==> src/pkg/wdhr_pkg.sv <==
/*
 * Shared constants and types of the halt-then-reset watchdog.
 * Assumes a 250 MHz system clock and 32-bit APB software access.
 */
package wdhr_pkg;

	// ------------------------------------------------------------
	// Register offsets (byte addresses)
	// ------------------------------------------------------------
	localparam logic [11:0] WDHR_OFF_CTRL    = 12'h000;
	localparam logic [11:0] WDHR_OFF_TIMEOUT = 12'h004;
	localparam logic [11:0] WDHR_OFF_COUNT   = 12'h008;
	localparam logic [11:0] WDHR_OFF_REASON  = 12'h00C;
	localparam logic [11:0] WDHR_OFF_IRQSTAT = 12'h010;
	localparam logic [11:0] WDHR_OFF_IRQMASK = 12'h014;
	localparam logic [11:0] WDHR_OFF_STATUS  = 12'h018;

	// ------------------------------------------------------------
	// Field positions
	// ------------------------------------------------------------
	localparam int WDHR_CTRL_EN_BIT     = 0;
	localparam int WDHR_EVT_EXPIRE_BIT  = 0;
	localparam int WDHR_EVT_RESET_BIT   = 1;
	localparam int WDHR_IRQ_W           = 2;

	// ------------------------------------------------------------
	// Reset values
	// ------------------------------------------------------------
	localparam logic [2:0]  WDHR_CTRL_RST    = 3'h4;
	localparam logic [1:0]  WDHR_MASK_RST    = 2'h0;

	// ------------------------------------------------------------
	// Timing
	// ------------------------------------------------------------
	localparam int unsigned WDHR_CLK_MHZ        = 250;
	localparam int unsigned WDHR_HALT_TO_RST_MS = 300;
	localparam int unsigned WDHR_HALT_TO_RST_CYC = WDHR_HALT_TO_RST_MS * 1000 * WDHR_CLK_MHZ;
	localparam logic [4:0]  WDHR_RST_PULSE_CYC  = 5'h10;

	// ------------------------------------------------------------
	// Types
	// ------------------------------------------------------------
	typedef struct packed {
		logic rst_en;
		logic diag;
		logic enable;
	} wdhr_ctrl_t;

	typedef enum logic [3:0] {
		WDHR_ST_IDLE = 4'h1,
		WDHR_ST_RUN  = 4'h2,
		WDHR_ST_HALT = 4'h4,
		WDHR_ST_DONE = 4'h8
	} wdhr_state_t;

endpackage : wdhr_pkg

==> src/rtl/wdhr_top.sv <==
/*
 * Halt-then-reset watchdog with APB register access.
 * Assumes APB master on clk_sys_in; sys_rst_out is taken by board reset logic.
 */
// Overview of operation
// - Writing the timeout register in idle or run starts timing; elapse of that count means expiry.
// - On expiry the halt interrupt rises first, before any reset action.
// - About 300 ms after halt, system reset fires unless diagnostic bit is set or reset enable bit is clear.
// - Expiry records a watchdog cause in reset reason, diagnostic bit or not.
// - Indicator LED is off before expiry and on once expired.
// - Software can disable the timer and clear diagnostic bit; disabling stops timing.
// - Watchdog reset enable bit gates the hardware reset; zero means no reset.
`timescale 1ns/1ps
`default_nettype none

module wdhr_top
	import wdhr_pkg::*;
#(
	parameter int unsigned HALT_TO_RST_CYCLES = WDHR_HALT_TO_RST_CYC
)(
	input  wire logic        clk_sys_in,
	input  wire logic        sys_rst_in,
	input  wire logic        psel_in,
	input  wire logic        penable_in,
	input  wire logic        pwrite_in,
	input  wire logic [11:0] paddr_in,
	input  wire logic [31:0] pwdata_in,
	output logic      [31:0] prdata_out,
	output logic             pready_out,
	output logic             pslverr_out,
	output logic             halt_irq_out,
	output logic             wdog_led_out,
	output logic             sys_rst_out,
	output logic             irq_out
);

	// ------------------------------------------------------------
	// Declarations
	// ------------------------------------------------------------
	wdhr_state_t         state_reg;
	wdhr_ctrl_t          ctrl_reg;
	logic [31:0]         tmo_reg;
	logic [31:0]         cnt_reg;
	logic [31:0]         grace_reg;
	logic                reason_reg;
	logic [WDHR_IRQ_W-1:0] irq_stat_reg;
	logic [WDHR_IRQ_W-1:0] irq_mask_reg;
	logic [WDHR_IRQ_W-1:0] evt;
	logic [4:0]          rst_cnt_reg;
	logic [31:0]         prdata_reg;
	logic                pready_reg;
	logic                pslverr_reg;
	logic                halt_reg;
	logic                led_reg;
	logic                sys_rst_reg;
	logic                irq_reg;
	logic                acc;
	logic                wr_acc;
	logic                rd_acc;
	logic                tmo_wr;
	logic                ctrl_wr;
	logic                dis_wr;
	logic                armable;
	logic                expire_evt;
	logic                grace_end;
	logic                reset_fire;
	logic                mapped;

	// ------------------------------------------------------------
	// APB decode
	// ------------------------------------------------------------
	assign acc     = psel_in & penable_in & pready_reg;
	assign wr_acc  = acc & pwrite_in;
	assign rd_acc  = acc & ~pwrite_in;
	assign tmo_wr  = wr_acc & (paddr_in == WDHR_OFF_TIMEOUT);
	assign ctrl_wr = wr_acc & (paddr_in == WDHR_OFF_CTRL);
	assign dis_wr  = ctrl_wr & ~pwdata_in[WDHR_CTRL_EN_BIT];
	assign mapped  = (paddr_in == WDHR_OFF_CTRL) | (paddr_in == WDHR_OFF_TIMEOUT) |
	                 (paddr_in == WDHR_OFF_COUNT) | (paddr_in == WDHR_OFF_REASON) |
	                 (paddr_in == WDHR_OFF_IRQSTAT) | (paddr_in == WDHR_OFF_IRQMASK) |
	                 (paddr_in == WDHR_OFF_STATUS);

	// ------------------------------------------------------------
	// Watchdog events
	// ------------------------------------------------------------
	assign armable    = (state_reg == WDHR_ST_IDLE) | (state_reg == WDHR_ST_RUN);
	assign expire_evt = (state_reg == WDHR_ST_RUN) & ~dis_wr & ~tmo_wr & (cnt_reg <= 32'h00000001);
	assign grace_end  = (state_reg == WDHR_ST_HALT) & ~dis_wr &
	                    (grace_reg == 32'(HALT_TO_RST_CYCLES - 1));
	assign reset_fire = grace_end & ctrl_reg.rst_en & ~ctrl_reg.diag;
	assign evt        = {reset_fire, expire_evt};

	// ------------------------------------------------------------
	// Bus handshake and read data
	// ------------------------------------------------------------
	always_ff @(posedge clk_sys_in)
	begin
		if (sys_rst_in)
		begin
			pready_reg  <= 1'b0;
			pslverr_reg <= 1'b0;
			prdata_reg  <= 32'h00000000;
		end
		else
		begin
			pready_reg  <= psel_in & penable_in & ~pready_reg;
			pslverr_reg <= psel_in & penable_in & ~pready_reg & ~mapped;
			prdata_reg  <= 32'h00000000;
			if (psel_in & penable_in & ~pready_reg & ~pwrite_in)
			begin
				case (paddr_in)
					WDHR_OFF_CTRL:    prdata_reg <= {29'h00000000, ctrl_reg};
					WDHR_OFF_TIMEOUT: prdata_reg <= tmo_reg;
					WDHR_OFF_COUNT:   prdata_reg <= cnt_reg;
					WDHR_OFF_REASON:  prdata_reg <= {31'h00000000, reason_reg};
					WDHR_OFF_IRQSTAT: prdata_reg <= {30'h00000000, irq_stat_reg};
					WDHR_OFF_IRQMASK: prdata_reg <= {30'h00000000, irq_mask_reg};
					WDHR_OFF_STATUS:  prdata_reg <= {28'h0000000, state_reg};
					default:          prdata_reg <= 32'h00000000;
				endcase
			end
		end
	end

	// ------------------------------------------------------------
	// Control and timeout registers
	// ------------------------------------------------------------
	always_ff @(posedge clk_sys_in)
	begin
		if (sys_rst_in)
		begin
			ctrl_reg     <= WDHR_CTRL_RST;
			tmo_reg      <= 32'h00000000;
			irq_mask_reg <= WDHR_MASK_RST;
		end
		else
		begin
			if (ctrl_wr)
				ctrl_reg <= pwdata_in[2:0];
			else if (tmo_wr & armable)
				ctrl_reg.enable <= 1'b1;
			if (tmo_wr)
				tmo_reg <= pwdata_in;
			if (wr_acc & (paddr_in == WDHR_OFF_IRQMASK))
				irq_mask_reg <= pwdata_in[WDHR_IRQ_W-1:0];
		end
	end

	// ------------------------------------------------------------
	// State machine
	// ------------------------------------------------------------
	always_ff @(posedge clk_sys_in)
	begin
		if (sys_rst_in)
			state_reg <= WDHR_ST_IDLE;
		else
		begin
			case (state_reg)
				WDHR_ST_IDLE:
					if (tmo_wr)
						state_reg <= WDHR_ST_RUN;
				WDHR_ST_RUN:
					if (dis_wr)
						state_reg <= WDHR_ST_IDLE;
					else if (expire_evt)
						state_reg <= WDHR_ST_HALT;
				WDHR_ST_HALT:
					if (dis_wr)
						state_reg <= WDHR_ST_IDLE;
					else if (grace_end)
						state_reg <= WDHR_ST_DONE;
				WDHR_ST_DONE:
					if (dis_wr)
						state_reg <= WDHR_ST_IDLE;
				default:
					state_reg <= WDHR_ST_IDLE;
			endcase
		end
	end

	// ------------------------------------------------------------
	// Counters
	// ------------------------------------------------------------
	always_ff @(posedge clk_sys_in)
	begin
		if (sys_rst_in)
			cnt_reg <= 32'h00000000;
		else if (tmo_wr & armable)
			cnt_reg <= (pwdata_in == 32'h00000000) ? 32'h00000001 : pwdata_in;
		else if ((state_reg == WDHR_ST_RUN) & ~dis_wr & (cnt_reg != 32'h00000000))
			cnt_reg <= cnt_reg - 32'h00000001;
	end

	always_ff @(posedge clk_sys_in)
	begin
		if (sys_rst_in | (state_reg != WDHR_ST_HALT))
			grace_reg <= 32'h00000000;
		else
			grace_reg <= grace_reg + 32'h00000001;
	end

	// ------------------------------------------------------------
	// Halt, LED, reason and reset outputs
	// ------------------------------------------------------------
	always_ff @(posedge clk_sys_in)
	begin
		if (sys_rst_in)
		begin
			halt_reg <= 1'b0;
			led_reg  <= 1'b0;
		end
		else if (dis_wr)
		begin
			halt_reg <= 1'b0;
			led_reg  <= 1'b0;
		end
		else if (expire_evt)
		begin
			halt_reg <= 1'b1;
			led_reg  <= 1'b1;
		end
	end

	// Set wins over a write-one clear in the same cycle
	always_ff @(posedge clk_sys_in)
	begin
		if (sys_rst_in)
			reason_reg <= 1'b0;
		else if (expire_evt)
			reason_reg <= 1'b1;
		else if (wr_acc & (paddr_in == WDHR_OFF_REASON) & pwdata_in[0])
			reason_reg <= 1'b0;
	end

	always_ff @(posedge clk_sys_in)
	begin
		if (sys_rst_in)
		begin
			sys_rst_reg <= 1'b0;
			rst_cnt_reg <= 5'h00;
		end
		else if (reset_fire)
		begin
			sys_rst_reg <= 1'b1;
			rst_cnt_reg <= WDHR_RST_PULSE_CYC - 5'h01;
		end
		else if (rst_cnt_reg != 5'h00)
			rst_cnt_reg <= rst_cnt_reg - 5'h01;
		else
			sys_rst_reg <= 1'b0;
	end

	// ------------------------------------------------------------
	// Interrupt status, cleared by read, set wins
	// ------------------------------------------------------------
	always_ff @(posedge clk_sys_in)
	begin
		if (sys_rst_in)
		begin
			irq_stat_reg <= 2'h0;
			irq_reg      <= 1'b0;
		end
		else
		begin
			if (rd_acc & (paddr_in == WDHR_OFF_IRQSTAT))
				irq_stat_reg <= evt;
			else
				irq_stat_reg <= irq_stat_reg | evt;
			irq_reg <= |(irq_stat_reg & irq_mask_reg);
		end
	end

	assign prdata_out   = prdata_reg;
	assign pready_out   = pready_reg;
	assign pslverr_out  = pslverr_reg;
	assign halt_irq_out = halt_reg;
	assign wdog_led_out = led_reg;
	assign sys_rst_out  = sys_rst_reg;
	assign irq_out      = irq_reg;
endmodule : wdhr_top

`default_nettype wire

==> config.mk <==
export PLATFORM = sky130hd
export DESIGN_NAME = wdhr_top
export DESIGN_NICKNAME = d
export VERILOG_FILES = /design/src/pkg/wdhr_pkg.sv /design/src/rtl/wdhr_top.sv
export SDC_FILE = /design/constraint.sdc
export NUM_CORES = 1
export LEC_CHECK = 0
export ABC_AREA = 1
export BUFFER_PORTS_ARGS = -buffer_cell sky130_fd_sc_hd__clkbuf_2
export CAP_MARGIN = 20
export CORE_MARGIN = 2
export CORE_UTILIZATION = 27
export CTS_BUF_LIST = sky130_fd_sc_hd__clkbuf_16
export DETAILED_ROUTE_END_ITERATION = 12
export HOLD_SLACK_MARGIN = 0.08
export MAX_ROUTING_LAYER = met4
export PLACE_DENSITY = 0.53
export SYNTH_ARGS = -nofsm -noshare
export SYNTH_HDL_FRONTEND = slang
export SYNTH_SLANG_ARGS = --single-unit
==> constraint.sdc <==
create_clock -name clk_sys_in -period 3.39 [get_ports clk_sys_in]
set_clock_uncertainty 0.1 [all_clocks]
set_input_delay 0.339 -clock clk_sys_in [delete_from_list [all_inputs] [get_ports clk_sys_in]]
set_output_delay 0.339 -clock clk_sys_in [all_outputs]
set_load 0.05 [all_outputs]
* Word level (Yosys, flattened, before mapping)
Cells that the tools add are included.
** Word-level totals
- Bits of input ports :: 49
- Register bits :: 150
** Cells by class
- Add/sub/neg operators :: 3
- Reductions and logical operators :: 13
- Mux-type cells :: 20
- Bitwise logic cells :: 41
- Eq/ne operators :: 17
- Order comparisons :: 1
** Operators with widths (number)
- case mux 32 bit (7 select lines) :: 1
- 2-to-1 mux 32 bit :: 3
- == test 12 x 5 -> 1 bit, second input constant :: 3
- adder 32 x 1 -> 32 bit, second input constant :: 1
- == test 32 x 27 -> 1 bit, second input constant :: 1
- <= comparator 32 x 1 -> 1 bit, second input constant :: 1
- zero test 32 bit :: 1
- 2-to-1 mux 4 bit :: 8
- nonzero test 32 bit :: 1
- subtractor 32 x 1 -> 32 bit, second input constant :: 1
- == test 12 x 4 -> 1 bit, second input constant :: 2
- bitwise AND 1 bit :: 23
- case mux 4 bit (4 select lines) :: 1
- == test 12 x 3 -> 1 bit, second input constant :: 1
- zero test 12 bit :: 1
- NOT 1 bit :: 8
- OR 1 bit :: 8
- nonzero test 2 bit :: 4
- OR reduction 2 bit :: 4
- 2-to-1 mux 1 bit :: 6
- inequality test 2 bit, second input constant :: 3
- inequality test 3 bit, second input constant :: 2
- nonzero test 5 bit :: 1
- subtractor 5 x 1 -> 5 bit, second input constant :: 1
- other kinds (9) :: 9

* Longest topological paths before layout
Gate-level depths: netlist of run 1.
- Depth in word-level cells :: 12
- Gate-level depth with buffers :: 12

* Least setup slack after synthesis of run 1
Ideal clock, no wire load.
- Path kind :: reg2reg
- Start :: register pready_reg, in the netlist pready_out
- End :: register cnt_reg[1]
- Data required time :: 3.174 ns
- Library setup time :: 0.116 ns
- Stages on the path, launching flop included :: 11
- Period minus slack after synthesis :: 2.044 ns
- Data arrival time :: 1.829 ns
- Slack :: 1.346 ns
- Cell sequence :: dfxtp_1 nand3_2 nor2_2 inv_1 nor2_8 nand2_4 o21ai_4 inv_6 buf_6 nor2_1 nor2_1
** Between the ends
- Word-level cells in the longest chain between the ends :: 8
** RTL lines
- start: declaration :: RTL line wdhr_top.sv:51 : logic pready_reg;
- start signal: assignment :: RTL line wdhr_top.sv:106 : pready_reg <= psel_in & penable_in & ~pready_reg;
- bitwise AND 1 bit (*) :: RTL line wdhr_top.sv:72 : assign acc = psel_in & penable_in & pready_reg;
- bitwise AND 1 bit (*) :: RTL line wdhr_top.sv:73 : assign wr_acc = acc & pwrite_in;
- bitwise AND 1 bit :: RTL line wdhr_top.sv:76 : assign ctrl_wr = wr_acc & (paddr_in == WDHR_OFF_CTRL);
- bitwise AND 1 bit :: RTL line wdhr_top.sv:77 : assign dis_wr = ctrl_wr & ~pwdata_in[WDHR_CTRL_EN_BIT];
- NOT 1 bit :: RTL line wdhr_top.sv:190 : else if ((state_reg == WDHR_ST_RUN) & ~dis_wr & (cnt_reg != 32'h00000000))
- bitwise AND 1 bit (2 in series) :: RTL line wdhr_top.sv:190
- nonzero test 2 bit (no source line)
- end signal: assignment :: RTL line wdhr_top.sv:189 : cnt_reg <= (pwdata_in == 32'h00000000) ? 32'h00000001 : pwdata_in;
- end signal: assignment :: RTL line wdhr_top.sv:191 : cnt_reg <= cnt_reg - 32'h00000001;
- end: declaration :: RTL line wdhr_top.sv:43 : logic [31:0] cnt_reg;
Mark *: on every way between the ends. The rest lies on a longest branch, timed or not.
A chain may end at the register's enable or synchronous reset.

* Worst setup path in the final report of run 1
- Start :: register cnt_reg[0]
- End :: register cnt_reg[20]
** Between the ends
- Word-level cells in the longest chain between the ends :: 3
** RTL lines (RTL line)
- subtractor 32 x 1 -> 32 bit / nonzero test 32 bit (equally long branches) :: wdhr_top.sv:191, wdhr_top.sv:190
- 2-to-1 mux 32 bit / bitwise AND 1 bit (equally long branches) :: wdhr_top.sv:190
- 2-to-1 mux 32 bit / nonzero test 2 bit (equally long branches)
Several ways; a longest one is shown, not always the timed one. The select of a mux whose other input is x is not followed.

==> flow_summary.yaml, run 1 <==
run_status:
  status: "finished, final reports clean"
place:
  dp_worst_setup_slack_ps: 814.1
  io_buffer_count: 86
  hpwl_um: 16370
  gp_congestion: 0.9073
setup_path:
  worstSetupEndpointType: "register"
  critical-path-slowest-cell: "o21ai_4"
  worstPathCellList: "inv_1 > ha_1 > nand2_2 > nor2_4 > nand2_2 > nor2_4 > o21ai_4 > inv_6 > nor2_1 > nor2_1"
  cp_top_family: "compound AO/OA/AOI/OAI gates"
  start_kind: "register"
  cp.buffers_inverters: 2
  required_ps: 3610
  cp_max_fo: 35
  slowest_delay_ps: 730
  worstSetupPathType: "register to register"
  cp.arrival_ps: 2850
flow_run:
  drv_cap: 0
routing:
  firstDrtPassIters: 5
  antenna_left: 0
  viasPerCell: 4.617
  via_count: 7554
  drc: 0
  routed_wl_um: 22430
  wl_per_cell_um: 13.71
  drtIter0Drc: 531
clocking:
  clkLatencyLatePin_ps: 430
  clock-root-buffer: "clkbuf_16"
  clk_pin_slew_worst_paths_ps: 70
  cts.sinks: 150
  clockBufferDepth: 2
  cts_resized: 0
  cts_tree: "built"
  h-tree-depth: 4
  cts-buffers-inserted: 17
floorplanning:
  die_x_um: 172.4
  dieArea_um2: 29710
  core-area_um2: 27860
  ioPinCount: 87
  initial_utilization_pct: 27.48
  die_h_um: 172.4
  rows: 61
yosys:
  synth_top_cell_by_area: "dfxtp_1"
  synth_cell_types: 44
  synth-main-ff-cell: "dfxtp_1"
  netlist_area_um2: 7655
  netlist_instances: 1157
  syn_nets: 1210
  syn_area_per_cell_um2: 6.616
  ys_top_cells_by_area: "dfxtp_1, nand2_1, nor2_1, o21ai_0, a21oi_1"
  ys_seq_elements: 150
  async_reset_ff_share_pct: 0
  ys_seq_area_share_pct: 39.23
  synth_top_area_share_pct: 39.23
  synth_edf_count: 0
  yosysWarnings: 0
global_routing:
  grt-ovfl-total: 0
  first_global_vias: 7108
  grt_pass1_wl_um: 36540
  antenna_found_initial: 0
  track_usage_pct: 16.15
  grt_max_degree: 68
pwr:
  max-vdd-ir-drop_mv: 0.3298
  power_frac_seq_pct: 44.6
  power.switching_uw: 927.6
  p_leak_nw: 3.805
  powerDensity_nw_per_um2: 439.5
  pwr-share-comb_pct: 5.2
  swShare_pct: 23.10
  clockPowerShare_pct: 50.3
  p_int_mw: 3.088
sta:
  setup_viol: 0
  rsz0062_at_grt: "false"
  fin_ws_ps: 751.9
  finalCritPeriodShare_pct: 77.82
  finalSetupTns_ps: 0
  slew_viol_final: 0
  hold_viol_final: 0
  max_freq_mhz: 379.1
  worst_pin_slew_ps: 917.2
  period_needed_ps: 2638
  timing.slew.headroom_pct: 38.62
min_path:
  holdCritPathClass: "primary input to register"
finish:
  diodes: 0
  fin_nets: 1300
  final_cell_mix: "nand2_1, nor2_1, dfxtp_1"
  synthToLayoutAreaGrowth_pct: 19.37
  drive_gt1_share_pct: 12.96
  final_common_cell: "nand2_1"
-- final timing paths --
path | start | endpoint | slack [ps] | cells after the start
min | pwdata_in[11] | tmo_reg[11] | 100 | 3
max reg2reg | cnt_reg[0] | cnt_reg[20] | 750 | 10
min reg2reg | rst_cnt_reg[4] | rst_cnt_reg[4] | 350 | 2
max | cnt_reg[0] | cnt_reg[20] | 750 | 10
-- routing by layer --
layer	global-route usage (%)	part of all wire, %	vias up
met2	25.11	45	170
met4	5.115	1.4	0
li1	-	-	3906
met3	3.433	5.0	20
met1	20.96	49	3458
met5	-	0	-
-- synth_stat cells, types with 13 or more instances --
master	number
nand2_1	259
nor2_1	250
dfxtp_1	150
inv_1	97
o21ai_0	93
a21oi_1	75
nand3_1	46
nor3_1	22
nand4_1	20
clkbuf_1	18
xor2_1	13
-- timing repair --
| item | in CTS | in global routing |
|---|---|---|
| setup buffers | 0 | 0 |
| hold buffers | 13 | 0 |
| endpoints found under the hold margin | 13 | 0 |
-- through the flow --
stage	utilization [%]	hold slack, ps	total power [mW]	area [um^2]	instances
detailed placement	30.15	338.8	2.026	8399	1593
floorplan	-	317.9	1.954	7655	1157
global placement	30.15	333.1	2.022	8399	1593
finish	32.80	95.02	4.016	9138	1636
CTS	32.80	80.66	4.054	9138	1636
global route	32.80	98.47	4.150	9138	1636
-- area by class of cell --
cell class / count / area [um^2]
fillers: 3072 / 18720
inverters: 104 / 397.9
clock inverters: 13 / 182.7
repair buffers: 106 / 613.1
clock buffers: 17 / 425.4
flip-flops and latches: 150 / 3003
multi-input cells: 868 / 4043
well taps: 378 / 473.0
-- cells by family after synthesis --
family | after synthesis | synth area share (%)
adder cells (fa/ha/maj) | 4 | 0.6538
flip-flops | 150 | 39.23
XOR/XNOR | 21 | 2.403
AND/OR/NAND/NOR | 642 | 35.99
buffers and inverters | 139 | 7.960
AO/OA/AOI/OAI | 201 | 13.76
-- power by group through the flow --
stage / clock (mW) / combinational, mW / sequential, mW
final: 2.02 / 0.208 / 1.79
after global routing: 2.12 / 0.237 / 1.79
after global placement: 0 / 0.192 / 1.83
after CTS: 2.05 / 0.209 / 1.79
after detailed placement: 0 / 0.196 / 1.83
after floorplan: 0 / 0.122 / 1.83
-- worst min-delay path, delay by kind of cell --
| family | cells | cell delay (ps) |
|---|---|---|
| buffers and inverters | 1 | 110 |
| AND/OR/NAND/NOR | 2 | 130 |
Power figures use the tool's default switching activity.
==> inputs of run 2 (changes only) <==
Settings changed: ABC_AREA 1 to 0, PLACE_DENSITY 0.53 to 0.55.
Clock period 3.39 ns to 2.33 ns, I/O delays scaled along.
==> run 2 against run 1 <==
Net effect:
- the flow now finishes with violations (negative setup slack)
- synthesized cell count fell by 28%
- combinational power rose by 86%
- first-iteration DRC count down 30%
- clock power up 35%
- final area rose by 7.2%
- cell count decreased by 16%
- routed wire length is 0.41% higher
- non-clock buffer count rose by 131
- count of clock-buffer cells in the layout unchanged
- register-to-register slack worse by 770 ps
- core utilization is 5.1 points higher
==> flow_summary.yaml, run 2 <==
floorplanning:
  die_h_um: 165.4
  initial_utilization_pct: 27.23
  ioPinCount: 87
  die_x_um: 165.4
  rows: 59
  core-area_um2: 25840
  dieArea_um2: 27360
routing:
  viasPerCell: 5.043
  routed_wl_um: 22520
  antenna_left: 0
  drtIter0Drc: 372
  via_count: 6960
  drc: 0
  wl_per_cell_um: 16.32
  firstDrtPassIters: 5
finish:
  drive_gt1_share_pct: 29.09
  nFillCells: 2663
  final_common_cell: "dfxtp_1"
  final_util_pct: 37.90
  diodes: 0
  multi_input_comb_area_um2: 3906
  fin_nets: 1086
  synthToLayoutAreaGrowth_pct: 39.20
  final_cell_mix: "dfxtp_1, buf_4, nand2_1"
  final-seq-area_um2: 3005
  layout.cells.non_filler: 1380
clocking:
  clockBufferDepth: 2
  cts_tree: "built"
  clk_pin_slew_worst_paths_ps: 70
  h-tree-depth: 4
  cts.sinks: 150
  clock-root-buffer: "clkbuf_16"
  cts-buffers-inserted: 17
  clkLatencyLatePin_ps: 440
global_routing:
  grt_max_degree: 89
  grt_pass1_wl_um: 35710
  grt-ovfl-total: 0
  antenna_found_initial: 0
  track_usage_pct: 17.17
  first_global_vias: 6696
sta:
  fin_ws_ps: -31.31
  max_freq_mhz: 423.5
  finalCritPeriodShare_pct: 101.3
  slew_viol_final: 0
  hold_viol_final: 0
  rsz0062_at_grt: "true"
  period_needed_ps: 2361
  timing.slew.headroom_pct: 61.92
  worst_pin_slew_ps: 563.2
  finalSetupTns_ps: -49.11
  setup_viol: 2
yosys:
  async_reset_ff_share_pct: 0
  synth_top_area_share_pct: 42.69
  synth_cell_types: 77
  yosysMostFrequentCell: "dfxtp_1"
  ys_top_cells_by_area: "dfxtp_1, nand2_1, nor2_1, a21oi_1, a22oi_1"
  synth-main-ff-cell: "dfxtp_1"
  synth_edf_count: 0
  netlist_area_um2: 7034
  syn_area_per_cell_um2: 8.485
  synth_top_cell_by_area: "dfxtp_1"
  netlist_instances: 829
  syn_nets: 882
  synth_common_cells: "dfxtp_1, nand2_1, nor2_1, a21oi_1, a22oi_1"
  yosysWarnings: 0
  ys_seq_area_share_pct: 42.69
  ys_seq_elements: 150
pwr:
  p_leak_nw: 3.661
  fin_total_pwr_mw: 5.736
  powerDensity_nw_per_um2: 585.8
  max-vdd-ir-drop_mv: 0.3367
setup_path:
  worstSetupPathType: "primary input to register"
  cp.arrival_ps: 2600
  start_kind: "primary input"
  cp_max_fo: 14
  worstSetupEndpointType: "register"
  required_ps: 2570
flow_run:
  drv_cap: 0
place:
  io_buffer_count: 86
  gp_congestion: 0.9061
  dp_cells: 1311
  hpwl_um: 15710
run_status:
  violations: "negative setup slack"
  status: "finished, violations left"
min_path:
  holdCritPathClass: "primary input to register"
[run 2: through the flow]
| stage | hold slack [ps] | setup slack (ps) | cell area, um^2 |
|---|---|---|---|
| global route | 123.5 | -94.46 | 9792 |
| floorplan | 239.2 | 37.17 | 7038 |
| global placement | 322.2 | -21.48 | 8643 |
| CTS | 103.1 | 12.95 | 9518 |
| finish | 92.34 | -31.31 | 9792 |
| detailed placement | 342.7 | -19.45 | 8643 |
[run 2: layer usage]
layer	track usage [%]	share of wire (%)
met5	-	0
met4	5.682	1.3
met3	2.972	4.3
met2	27.94	49
met1	21.68	45
[run 2: area by class of cell]
class	count	share of cell area (%)
sequential	150	30.69
timing repair buffer	237	18.77
tap	335	4.281
clock buffer	17	4.344
multi-input combinational	612	39.89
inverter	15	0.5750
clock inverter	14	1.444
[run 2: kinds of logic after synthesis]
group,share of synthesized area [%]
adder cells (fa/ha/maj),0.7115
flip-flops,42.69
buffers and inverters,4.144
AND/OR/NAND/NOR,27.34
XOR/XNOR,4.980
AO/OA/AOI/OAI,19.10
multiplexers,1.032
[run 2: final timing paths]
kind | endpoint | slack, ps | from | cells past startpoint
worst min register to register | tmo_reg[16] | 350 | tmo_reg[16] | 2
worst max-delay path | cnt_reg[27] | -30 | penable_in | 11
worst min-delay path | pready_out | 90 | sys_rst_in | 3
worst max register to register | cnt_reg[1] | -20 | cnt_reg[11] | 8
[run 2: power breakdown]
part / switching, mW / internal (mW) / total [mW] / leakage [nW]
Sequential: 0.0328 / 2.60 / 2.63 / 1.21
Clock: 1.22 / 1.49 / 2.72 / 0.271
Combinational: 0.203 / 0.185 / 0.387 / 2.18
Total: 1.46 / 4.28 / 5.74 / 3.66
[run 2: what timing repair did]
action	in CTS	in global routing
setup endpoints to repair	1	31
buffers inserted	1	8
endpoints found under the hold margin	42	0
hold buffers	30	0
pin swaps	1	22
resized for setup	0	30
gates cloned	0	2
[run 2: critical path, stage by stage]
cell and delay [ps]:
dlygate4sd3_1 520, clkbuf_2 110, nand4_1 260, nor4_2 350
buf_4 170, and2_1 180, buf_12 170, a21oi_4 60
buf_4 140, buf_4 130, o32ai_1 260
